## config.mk

```make
export PLATFORM = sky130hd
export DESIGN_NAME = scpm_top
export DESIGN_NICKNAME = d
export VERILOG_FILES = /design/src/pkg/scpm_pkg.sv /design/src/logic/scpm_top.sv /design/src/logic/scpm_serial.sv
export VERILOG_INCLUDE_DIRS = /design/src /design/src/pkg
export SDC_FILE = /design/constraint.sdc
export NUM_CORES = 1
export LEC_CHECK = 0
export ABC_AREA = 1
export BUFFER_PORTS_ARGS = -buffer_cell sky130_fd_sc_hd__buf_2
export CORE_MARGIN = 2
export CORE_UTILIZATION = 50
export DETAILED_ROUTE_END_ITERATION = 10
export GPL_TIMING_DRIVEN = 1
export PLACE_DENSITY = 0.67
export SLEW_MARGIN = 20
export SYNTH_ARGS = -nofsm -noshare
export SYNTH_HDL_FRONTEND = slang
export SYNTH_SLANG_ARGS = --single-unit
```

## constraint.sdc

```tcl
create_clock -name clk_i -period 3 [get_ports clk_i]
set_input_delay 0 -clock clk_i [delete_from_list [all_inputs] [get_ports clk_i]]
set_output_delay 0 -clock clk_i [all_outputs]
set_load 0.02 [all_outputs]
```

## src/pkg/scpm_defines.svh

```systemverilog
// Constants for the switch control pin mux
`ifndef SCPM_DEFINES_SVH
`define SCPM_DEFINES_SVH

`define SCPM_CLK_HZ          50000000
`define SCPM_OSC_HZ          10000000
`define SCPM_OSC_PERIOD_CYC  (`SCPM_CLK_HZ / `SCPM_OSC_HZ)
`define SCPM_OSC_HALF_CYC    (`SCPM_OSC_PERIOD_CYC / 2)
`define SCPM_FRAME_BITS      16
`define SCPM_CNT_W           5
`define SCPM_CH_RESET        4'h0

`endif

```

## src/pkg/scpm_pkg.sv

```systemverilog
// Types for the switch control pin mux
package scpm_pkg;
    typedef enum logic [1:0] {
        SCPM_IDLE,
        SCPM_SHIFT,
        SCPM_DONE
    } scpm_state_t;
endpackage

```

## src/logic/scpm_top.sv

```systemverilog
// Switch control pin mux: parallel or serial control of four channels
`include "scpm_defines.svh"

module scpm_top (
    input  wire logic clk_i,
    input  wire logic rst_n_i,
    input  wire logic mode_serial_i,
    input  wire logic ext_drive_enable_i,
    input  wire logic ctrl_in_one_i,
    input  wire logic ctrl_in_two_i,
    input  wire logic ctrl_in_three_i,
    input  wire logic ctrl_in_four_i,
    output logic      ctrl_in_four_o,
    output logic      ctrl_in_four_oe_o,
    output logic      gate_1a_o,
    output logic      gate_2a_o,
    output logic      gate_2b_o,
    output logic      gate_1b_o,
    output logic      osc_clk_o,
    output logic      boost_enable_o
);

    // ----------------------------------------
    // Input synchronisers
    // ----------------------------------------
    logic [5:0] sync_a;
    logic [5:0] sync_b;

    always_ff @(posedge clk_i or negedge rst_n_i) begin
        if (!rst_n_i) begin
            sync_a <= 6'h00;
            sync_b <= 6'h00;
        end else begin
            sync_a <= {ext_drive_enable_i, mode_serial_i, ctrl_in_four_i,
                       ctrl_in_three_i, ctrl_in_two_i, ctrl_in_one_i};
            sync_b <= sync_a;
        end
    end

    wire pin_one   = sync_b[0];
    wire pin_two   = sync_b[1];
    wire pin_three = sync_b[2];
    wire pin_four  = sync_b[3];
    wire serial    = sync_b[4];
    wire ext_drive = sync_b[5];

    // ----------------------------------------
    // Serial port
    // ----------------------------------------
    logic [3:0] ser_load;
    logic       ser_load_valid;
    logic       ser_sdo;
    logic       ser_sdo_oe;
    logic [3:0] ch_state;

    scpm_serial u_serial (
        .clk_i           (clk_i),
        .rst_n_i         (rst_n_i),
        .enable_i        (serial),
        .sdi_i           (pin_one),
        .cs_n_i          (pin_two),
        .sclk_i          (pin_three),
        .ch_state_i      (ch_state),
        .ch_load_o       (ser_load),
        .ch_load_valid_o (ser_load_valid),
        .sdo_o           (ser_sdo),
        .sdo_oe_o        (ser_sdo_oe)
    );

    always_ff @(posedge clk_i or negedge rst_n_i) begin
        if (!rst_n_i) begin
            ctrl_in_four_o    <= 1'b0;
            ctrl_in_four_oe_o <= 1'b0;
        end else begin
            ctrl_in_four_o    <= ser_sdo;
            ctrl_in_four_oe_o <= serial && ser_sdo_oe;
        end
    end

    // ----------------------------------------
    // Channel gates
    // ----------------------------------------
    always_ff @(posedge clk_i or negedge rst_n_i) begin
        if (!rst_n_i) begin
            ch_state <= `SCPM_CH_RESET;
        end else if (!serial) begin
            ch_state <= {pin_one, pin_two, pin_three, pin_four};
        end else if (ser_load_valid) begin
            ch_state <= ser_load;
        end
    end

    always_ff @(posedge clk_i or negedge rst_n_i) begin
        if (!rst_n_i) begin
            gate_1a_o <= 1'b0;
            gate_2a_o <= 1'b0;
            gate_2b_o <= 1'b0;
            gate_1b_o <= 1'b0;
        end else begin
            gate_1a_o <= ch_state[3];
            gate_2a_o <= ch_state[2];
            gate_2b_o <= ch_state[1];
            gate_1b_o <= ch_state[0];
        end
    end

    // ----------------------------------------
    // Internal oscillator and boost
    // ----------------------------------------
    logic [7:0] osc_cnt;

    always_ff @(posedge clk_i or negedge rst_n_i) begin
        if (!rst_n_i) begin
            osc_cnt        <= 8'h00;
            osc_clk_o      <= 1'b0;
            boost_enable_o <= 1'b0;
        end else begin
            boost_enable_o <= !ext_drive;
            if (ext_drive) begin
                osc_cnt   <= 8'h00;
                osc_clk_o <= 1'b0;
            end else if (osc_cnt == 8'(`SCPM_OSC_PERIOD_CYC - 1)) begin
                // Five clocks a period, high for two of them
                osc_cnt   <= 8'h00;
                osc_clk_o <= 1'b1;
            end else begin
                osc_cnt <= osc_cnt + 8'h01;
                if (osc_cnt == 8'(`SCPM_OSC_HALF_CYC - 1)) begin
                    osc_clk_o <= 1'b0;
                end
            end
        end
    end

endmodule

```

## src/logic/scpm_serial.sv

```systemverilog
// Serial port engine: samples on clock rise, shifts out on clock fall
`include "scpm_defines.svh"

module scpm_serial (
    input  wire logic       clk_i,
    input  wire logic       rst_n_i,
    input  wire logic       enable_i,
    input  wire logic       sdi_i,
    input  wire logic       cs_n_i,
    input  wire logic       sclk_i,
    input  wire logic [3:0] ch_state_i,
    output logic      [3:0] ch_load_o,
    output logic            ch_load_valid_o,
    output logic            sdo_o,
    output logic            sdo_oe_o
);

    // ----------------------------------------
    // Edge detection and frame state
    // ----------------------------------------
    logic                     sclk_d;
    logic                     cs_d;
    logic [15:0]              shift_in;
    logic [15:0]              shift_out;
    logic [`SCPM_CNT_W-1:0]   bit_cnt;
    scpm_pkg::scpm_state_t    state;

    wire active   = enable_i && !cs_n_i;
    wire sclk_ris = sclk_i && !sclk_d;
    wire sclk_fal = !sclk_i && sclk_d;
    wire cs_fall  = !cs_n_i && cs_d;

    always_ff @(posedge clk_i or negedge rst_n_i) begin
        if (!rst_n_i) begin
            sclk_d <= 1'b0;
            cs_d   <= 1'b1;
        end else begin
            sclk_d <= sclk_i;
            cs_d   <= cs_n_i;
        end
    end

    always_ff @(posedge clk_i or negedge rst_n_i) begin
        if (!rst_n_i) begin
            state           <= scpm_pkg::SCPM_IDLE;
            bit_cnt         <= '0;
            shift_in        <= 16'h0000;
            shift_out       <= 16'h0000;
            ch_load_o       <= `SCPM_CH_RESET;
            ch_load_valid_o <= 1'b0;
        end else begin
            ch_load_valid_o <= 1'b0;
            if (!active) begin
                state   <= scpm_pkg::SCPM_IDLE;
                bit_cnt <= '0;
            end else begin
                case (state)
                    scpm_pkg::SCPM_IDLE: begin
                        if (cs_fall) begin
                            state     <= scpm_pkg::SCPM_SHIFT;
                            bit_cnt   <= '0;
                            shift_out <= {12'h000, ch_state_i};
                        end
                    end
                    scpm_pkg::SCPM_SHIFT: begin
                        if (sclk_ris) begin
                            shift_in <= {shift_in[14:0], sdi_i};
                            bit_cnt  <= bit_cnt + 1'b1;
                            if (bit_cnt == `SCPM_CNT_W'(`SCPM_FRAME_BITS - 1)) begin
                                state           <= scpm_pkg::SCPM_DONE;
                                ch_load_o       <= {shift_in[2:0], sdi_i};
                                ch_load_valid_o <= 1'b1;
                            end
                        end
                        if (sclk_fal && bit_cnt != '0) begin
                            shift_out <= {shift_out[14:0], 1'b0};
                        end
                    end
                    scpm_pkg::SCPM_DONE: begin
                        state <= scpm_pkg::SCPM_DONE;
                    end
                    default: begin
                        state <= scpm_pkg::SCPM_IDLE;
                    end
                endcase
            end
        end
    end

    // ----------------------------------------
    // Data output driver
    // ----------------------------------------
    always_ff @(posedge clk_i or negedge rst_n_i) begin
        if (!rst_n_i) begin
            sdo_o    <= 1'b0;
            sdo_oe_o <= 1'b0;
        end else begin
            sdo_oe_o <= active && state != scpm_pkg::SCPM_IDLE;
            sdo_o    <= shift_out[15];
        end
    end

endmodule

```

==> results.toml, run 1 <==
[run_status]
status = "finished, final reports clean"

[timing]
tns_ns = 0
period_share_pct = 56.9
drv_slew = 0
max_freq_mhz = 586
period_needed_ns = 1.71
setup_viol = 0
hold_viol_final = 0
rsz0062_at_grt = "false"
skew_ns = 0.00949
slew_headroom_pct = 60.8
tightestPinTransition_ns = 0.587

[worst_setup_path]
cp.arrival_ns = 1.94
reg2reg_depth = 10
reg2reg_to = "u_serial.ch_load_o[1]"
rrSetupSlack_ns = 1.29
start_kind = "flop"
worstPathMaxFanout = 24
worst_setup_path_end_kind = "flop"
required_ns = 3.23
worstSetupPathType = "flop to flop"
timing.rr.start = "u_serial.state[1]"

[logic_synthesis]
synth_cell_types = 29
synth_nets = 300
synth_area_leaders = "dfrtp_1, nand2_1, ha_1"
yosysTopAreaCell = "dfrtp_1"
seq_area_frac_synth_pct = 59.4
ys_warn_count = 0
syn_area_sq_mm = 0.00282
synth_cells = 283
synth_top_area_share_pct = 58.5
synth_seq_cells = 67
synth.avg_cell_area_sq_um = 9.98

[finish]
fill_cells = 468
final_cell_area_sq_mm = 0.00325
n_antenna_cell = 0
multiInputGateArea_sq_um = 967
seq_area_sq_mm = 0.00168
area_growth_pct = 15.0
fin_nets = 327
drive_above_1_share_pct = 15.9

[global_route]
antenna_found_initial = 0
grt-ovfl-total = 0
grt_max_degree = 41
first_global_vias = 1841
grt_pass1_wl_um = 8280
grt_usage_pct = 17.4

[power_and_ir_drop]
peakVddDrop_uv = 468
power_leakage_nw = 1.67
power_density_mw_per_mm2 = 626

[clocking]
cts.path.max_buffers = 2
postCtsSetupRepairBufs = 0
cts-root-buf = "clkbuf_8"
clock_sinks = 67
cts-htree-levels = 3
clk_pin_slew_worst_paths_ns = 0.08
cts_tree = "done"
cts_buffers = 9
clk_latency_ns = 0.34

[job]
drv_cap = 0

[floorplanning]
dieArea_sq_mm = 0.00626
die_w_um = 79.2
row_count = 27
core-area_sq_mm = 0.00547
die_h_um = 79.2
top_level_ports = 16
start_util_pct = 51.6

[detailed_routing]
vias_per_cell = 4.85
vias = 1877
wl_per_cell_um = 11.7
firstDrtPassIters = 4
ant_nets = 0
drt-initial-drc-count = 110
drt-total-wl_um = 4540
drcViolationCount = 0

[placement]
postPlaceCellArea_sq_mm = 0.00295
routabilityCongestion = 0.812
post-dp-hpwl_um = 3120
portBuffers = 15

[hold_path]
holdCritPathClass = "input port to async pin"
## cell usage in the layout, fill, tap and decap left out, types with 2 or more instances in the layout
| cell type | synthesis | layout |
|---|---|---|
| a21oi_1 | 2 | 2 |
| buf_2 | 2 | 15 |
| nor2_8 | 2 | 2 |
| dlygate4sd3_1 | 0 | 7 |
| inv_1 | 28 | 28 |
| or2_2 | 2 | 2 |
| bufinv_16 | 0 | 2 |
| xor2_1 | 3 | 3 |
| o21ai_0 | 10 | 10 |
| clkbuf_8 | 0 | 9 |
| inv_8 | 0 | 2 |
| inv_6 | 0 | 2 |
| nand2_4 | 2 | 2 |
| buf_4 | 1 | 2 |
| o21ai_1 | 4 | 4 |
| nand3_4 | 2 | 2 |
| nand4_1 | 17 | 17 |
| ha_1 | 9 | 9 |
| o211ai_1 | 4 | 4 |
| nand3_1 | 18 | 18 |
| nand2_1 | 72 | 72 |
| nor2_1 | 20 | 20 |
| dfrtp_1 | 66 | 66 |
| nand2_2 | 3 | 3 |
| inv_2 | 4 | 4 |
## metal layers
layer | vias to the layer above | track usage, % | share of wire [%]
met5 | - | 0 | 0
met4 | 0 | 6.03 | 1.1
met3 | 8 | 6.59 | 4.0
met2 | 32 | 28.5 | 49
met1 | 870 | 21.3 | 46
li1 | 967 | - | -
## per-stage QoR
step	instances	worst slack (ns)	hold WS [ns]	utilization, %	power [mW]
2_1_floorplan	283	1.55	-0.296	-	1.14
3_3_place_gp	364	1.34	0.0290	53.8	1.19
3_5_place_dp	364	1.29	0.0449	53.8	1.20
4_1_cts	387	1.27	0.188	59.3	2.07
5_1_grt	387	1.07	0.250	59.3	2.15
6_report	387	1.29	0.187	59.3	2.03
## repair_timing
action | in CTS | in global routing
hold buffers | 7 | 0
hold endpoints to repair | 33 | 0
resized for setup | 0 | 0
## registers in the layout, indices dropped and copies added (netlist names), 2 cells and up
signal and flops:
sync_a 6, u_serial.bit_cnt 5, osc_cnt 8, u_serial.shift_in 3
sync_b 6, u_serial.state 2, u_serial.ch_load_o 4, ch_state 4
u_serial.shift_out 16
## cells in the mapped netlist
| cell | n |
|---|---|
| nand3_1 | 18 |
| nor3_1 | 1 |
| nand3_4 | 2 |
| o211ai_1 | 4 |
| o21ai_1 | 4 |
| nor2_4 | 1 |
| clkbuf_1 | 2 |
| buf_6 | 3 |
| nand4_1 | 17 |
| nor2_1 | 20 |
| a21oi_1 | 2 |
| nand2_2 | 3 |
| nand2_4 | 2 |
| inv_1 | 28 |
| dfrtp_1 | 66 |
| dfstp_2 | 1 |
| nor2_8 | 2 |
| or2_2 | 2 |
| o21ai_0 | 10 |
| inv_2 | 4 |
| buf_2 | 2 |
| nand2_1 | 72 |
| or2_1 | 1 |
| xnor2_1 | 1 |
| ha_1 | 9 |
| xor2_1 | 3 |
| nor3b_1 | 1 |
| buf_4 | 1 |
| o221ai_1 | 1 |
## logic make-up (layout without fill, tap and decap cells)
kind of cell | count (synthesis) | after routing | synth area share [%]
AOI/OAI and AO/OA | 21 | 21 | 4.21
DFF | 67 | 67 | 59.4
xor gates and xnor gates | 4 | 4 | 1.24
adders and majority gates | 9 | 9 | 3.99
and+or+nand+nor | 142 | 142 | 24.8
buffers and inverters | 40 | 72 | 6.34
## worst max path at each step
stage / start / endpoint / slack (ns) / cells past startpoint
floorplan: u_serial.state[0] / u_serial.bit_cnt[0] / 1.55 / 8
global placement: u_serial.state[1] / u_serial.ch_load_o[2] / 1.34 / 10
detailed placement: u_serial.state[1] / u_serial.ch_load_o[1] / 1.29 / 10
CTS: u_serial.state[1] / u_serial.ch_load_o[1] / 1.27 / 10
global route: u_serial.state[1] / u_serial.shift_out[8] / 1.07 / 7
finish: u_serial.state[1] / u_serial.ch_load_o[1] / 1.29 / 10
## report_power, final
group          internal (mW)  total (mW)  switching (mW)
registers              0.960       0.993          0.0326
clock network          0.485       0.850           0.366
logic                 0.0611       0.188           0.127
total                   1.51        2.03           0.525
## worst max-delay path: stages, from the launching register on
cell     delay [ns]
dfrtp_1        0.38
inv_1          0.10
ha_1           0.15
buf_4          0.24
inv_1          0.11
nor2_4         0.17
inv_2          0.09
nor2_8         0.13
nand2_4        0.10
nand2_1        0.08
o21ai_1        0.06
## area by class of cell
type / instances / share of cell area (%)
Clock buffer: 9 / 3.82
Clock inverter: 7 / 3.31
Inverter: 32 / 3.70
Multi-Input combinational cell: 176 / 29.8
Sequential cell: 67 / 51.7
Tap cell: 72 / 2.77
Timing Repair Buffer: 24 / 4.93
Note: power is estimated with default switching activity, not from simulation.
==> run 2: changes to the inputs <==
==> constraint.sdc (replaced) <==
create_clock -name clk_i -period 1.7 [get_ports clk_i]
set_input_delay 0 -clock clk_i [delete_from_list [all_inputs] [get_ports clk_i]]
set_output_delay 0 -clock clk_i [all_outputs]
set_load 0.02 [all_outputs]
==> results.toml, run 2 (synthesis results as in run 1) <==
[finish]
final_cells = 392
largest_register_ffs = 16
drive_above_1_share_pct = 16.6
regMostFlops = "u_serial.shift_out"
layout_commonest_cell = "nand2_1"
final_cell_mix = "nand2_1, dfrtp_1, inv_1"
top_regs = "u_serial.shift_out x16, osc_cnt x8"
n_antenna_cell = 0
area_growth_pct = 15.2
fin_nets = 332
fin_util_pct = 59.5
final_cell_area_sq_mm = 0.00325

[floorplanning]
die_w_um = 79.2
dieArea_sq_mm = 0.00626
die_h_um = 79.2
row_count = 27
top_level_ports = 16
start_util_pct = 51.6
core-area_sq_mm = 0.00547

[clocking]
clk_latency_ns = 0.33
cts-root-buf = "clkbuf_8"
postCtsSetupRepairBufs = 0
cts_buffers = 9
clock_sinks = 67
cts-htree-levels = 3
cts.path.max_buffers = 2
clk_pin_slew_worst_paths_ns = 0.07
cts_tree = "done"

[worst_setup_path]
required_ns = 1.92
worst_setup_path_end_kind = "flop"
critical-path-top-delay-family = "adder cells"
crit_top_cell = "nand2_1"
crit_buf_inv = 1
slowest_delay_ns = 0.39
timing.rr.start = "u_serial.bit_cnt[1]"
critical_path_depth = 9
rrSetupSlack_ns = 0.13
cp.arrival_ns = 1.78
crit_end = "u_serial.state[0]"
start_kind = "flop"
startpoint = "u_serial.bit_cnt[1]"
crit_slowest_cell = "dfrtp_1"
crit_chain = "ha_1 > nand2_1 > nor2_1 > ha_2 > inv_1 > o21ai_0 > nand2_1 > nand2_1 > o21ai_0"
worstSetupPathType = "flop to flop"
reg2reg_depth = 9
reg2reg_to = "u_serial.state[0]"
worstPathMaxFanout = 4

[placement]
postPlaceCellArea_sq_mm = 0.00300
portBuffers = 15
dpl.cell_count = 369
post-dp-hpwl_um = 3190
routabilityCongestion = 0.822
dp_slack_ns = 0.117

[detailed_routing]
vias = 1921
vias_per_cell = 4.90
drt-total-wl_um = 4590
drt-initial-drc-count = 128
ant_nets = 0
drcViolationCount = 0
wl_per_cell_um = 11.7
firstDrtPassIters = 4

[timing]
fin_ws_ns = 0.134
rsz0062_at_grt = "true"
tightestPinTransition_ns = 0.396
skew_ns = 0.00548
period_needed_ns = 1.57
setup_viol = 0
max_freq_mhz = 638
hold_viol_final = 0
tns_ns = 0
drv_slew = 0
period_share_pct = 92.1
slew_headroom_pct = 73.6

[global_route]
antenna_found_initial = 0
grt_max_degree = 34
grt-ovfl-total = 0
grt_usage_pct = 17.0
first_global_vias = 1837
grt_pass1_wl_um = 8150

[power_and_ir_drop]
combPwrFrac_pct = 10.7
swShare_pct = 25.5
power.clock.fraction_pct = 37.2
peakVddDrop_uv = 638
power_density_mw_per_mm2 = 1030
p_switching_mw = 0.858
power_leakage_nw = 1.67
seqPwrFrac_pct = 52.2
power.internal_mw = 2.50

[hold_path]
holdCritPathClass = "input port to async pin"

[run_status]
status = "finished, final reports clean"

[job]
drv_cap = 0
==> run 2: cell count changes in the layout (fill, tap and decap cells not counted), sizes merged <==
| cell | before | now |
|---|---|---|
| clkbuf | 9 | 12 |
| bufinv | 2 | 1 |
| inv | 36 | 32 |
| buf | 17 | 22 |
| clkinv | 0 | 2 |
==> run 2: repair_timing <==
action,CTS,global route
endpoints found under the setup margin,0,7
endpoints found under the hold margin,72,0
hold buffers,7,0
gates resized for setup,0,2
==> run 2: power groups by stage <==
stage	Sequential (mW)	Combinational, mW	Clock [mW]
2_1_floorplan	1.78	0.238	0
3_3_place_gp	1.78	0.344	0
3_5_place_dp	1.78	0.351	0
4_1_cts	1.75	0.364	1.29
5_1_grt	1.76	0.405	1.36
6_report	1.75	0.358	1.25
==> run 2: routing by layer <==
metal / global-route usage [%] / share of wire, %
met3: 5.11 / 3.5
met1: 22.2 / 48
met4: 7.76 / 1.5
met2: 26.3 / 47
met5: 0 / 0
==> run 2: through the flow <==
stage	power [mW]	hold slack (ns)
floorplan	2.02	-0.296
global placement	2.12	-0.0540
detailed placement	2.13	-0.0546
CTS	3.40	0.115
global route	3.53	0.153
finish	3.36	0.121
==> run 2: area by class of cell <==
class / count / area [sq um]
repair buffers: 29 / 210
well taps: 72 / 90.1
inverters: 32 / 120
fillers: 476 / 2220
clock inverters: 4 / 51.3
clock buffers: 12 / 135
flip-flops and latches: 67 / 1680
multi-input cells: 176 / 970
==> run 2: worst min path at each step <==
stage / startpoint / end / slack [ns]
5_1_grt: rst_n_i / ch_state[0] / 0.15
6_report: rst_n_i / ch_state[0] / 0.12
3_5_place_dp: rst_n_i / ch_state[0] / -0.05
3_3_place_gp: rst_n_i / ch_state[0] / -0.05
4_1_cts: rst_n_i / ch_state[0] / 0.11
2_1_floorplan: rst_n_i / boost_enable_o / -0.30
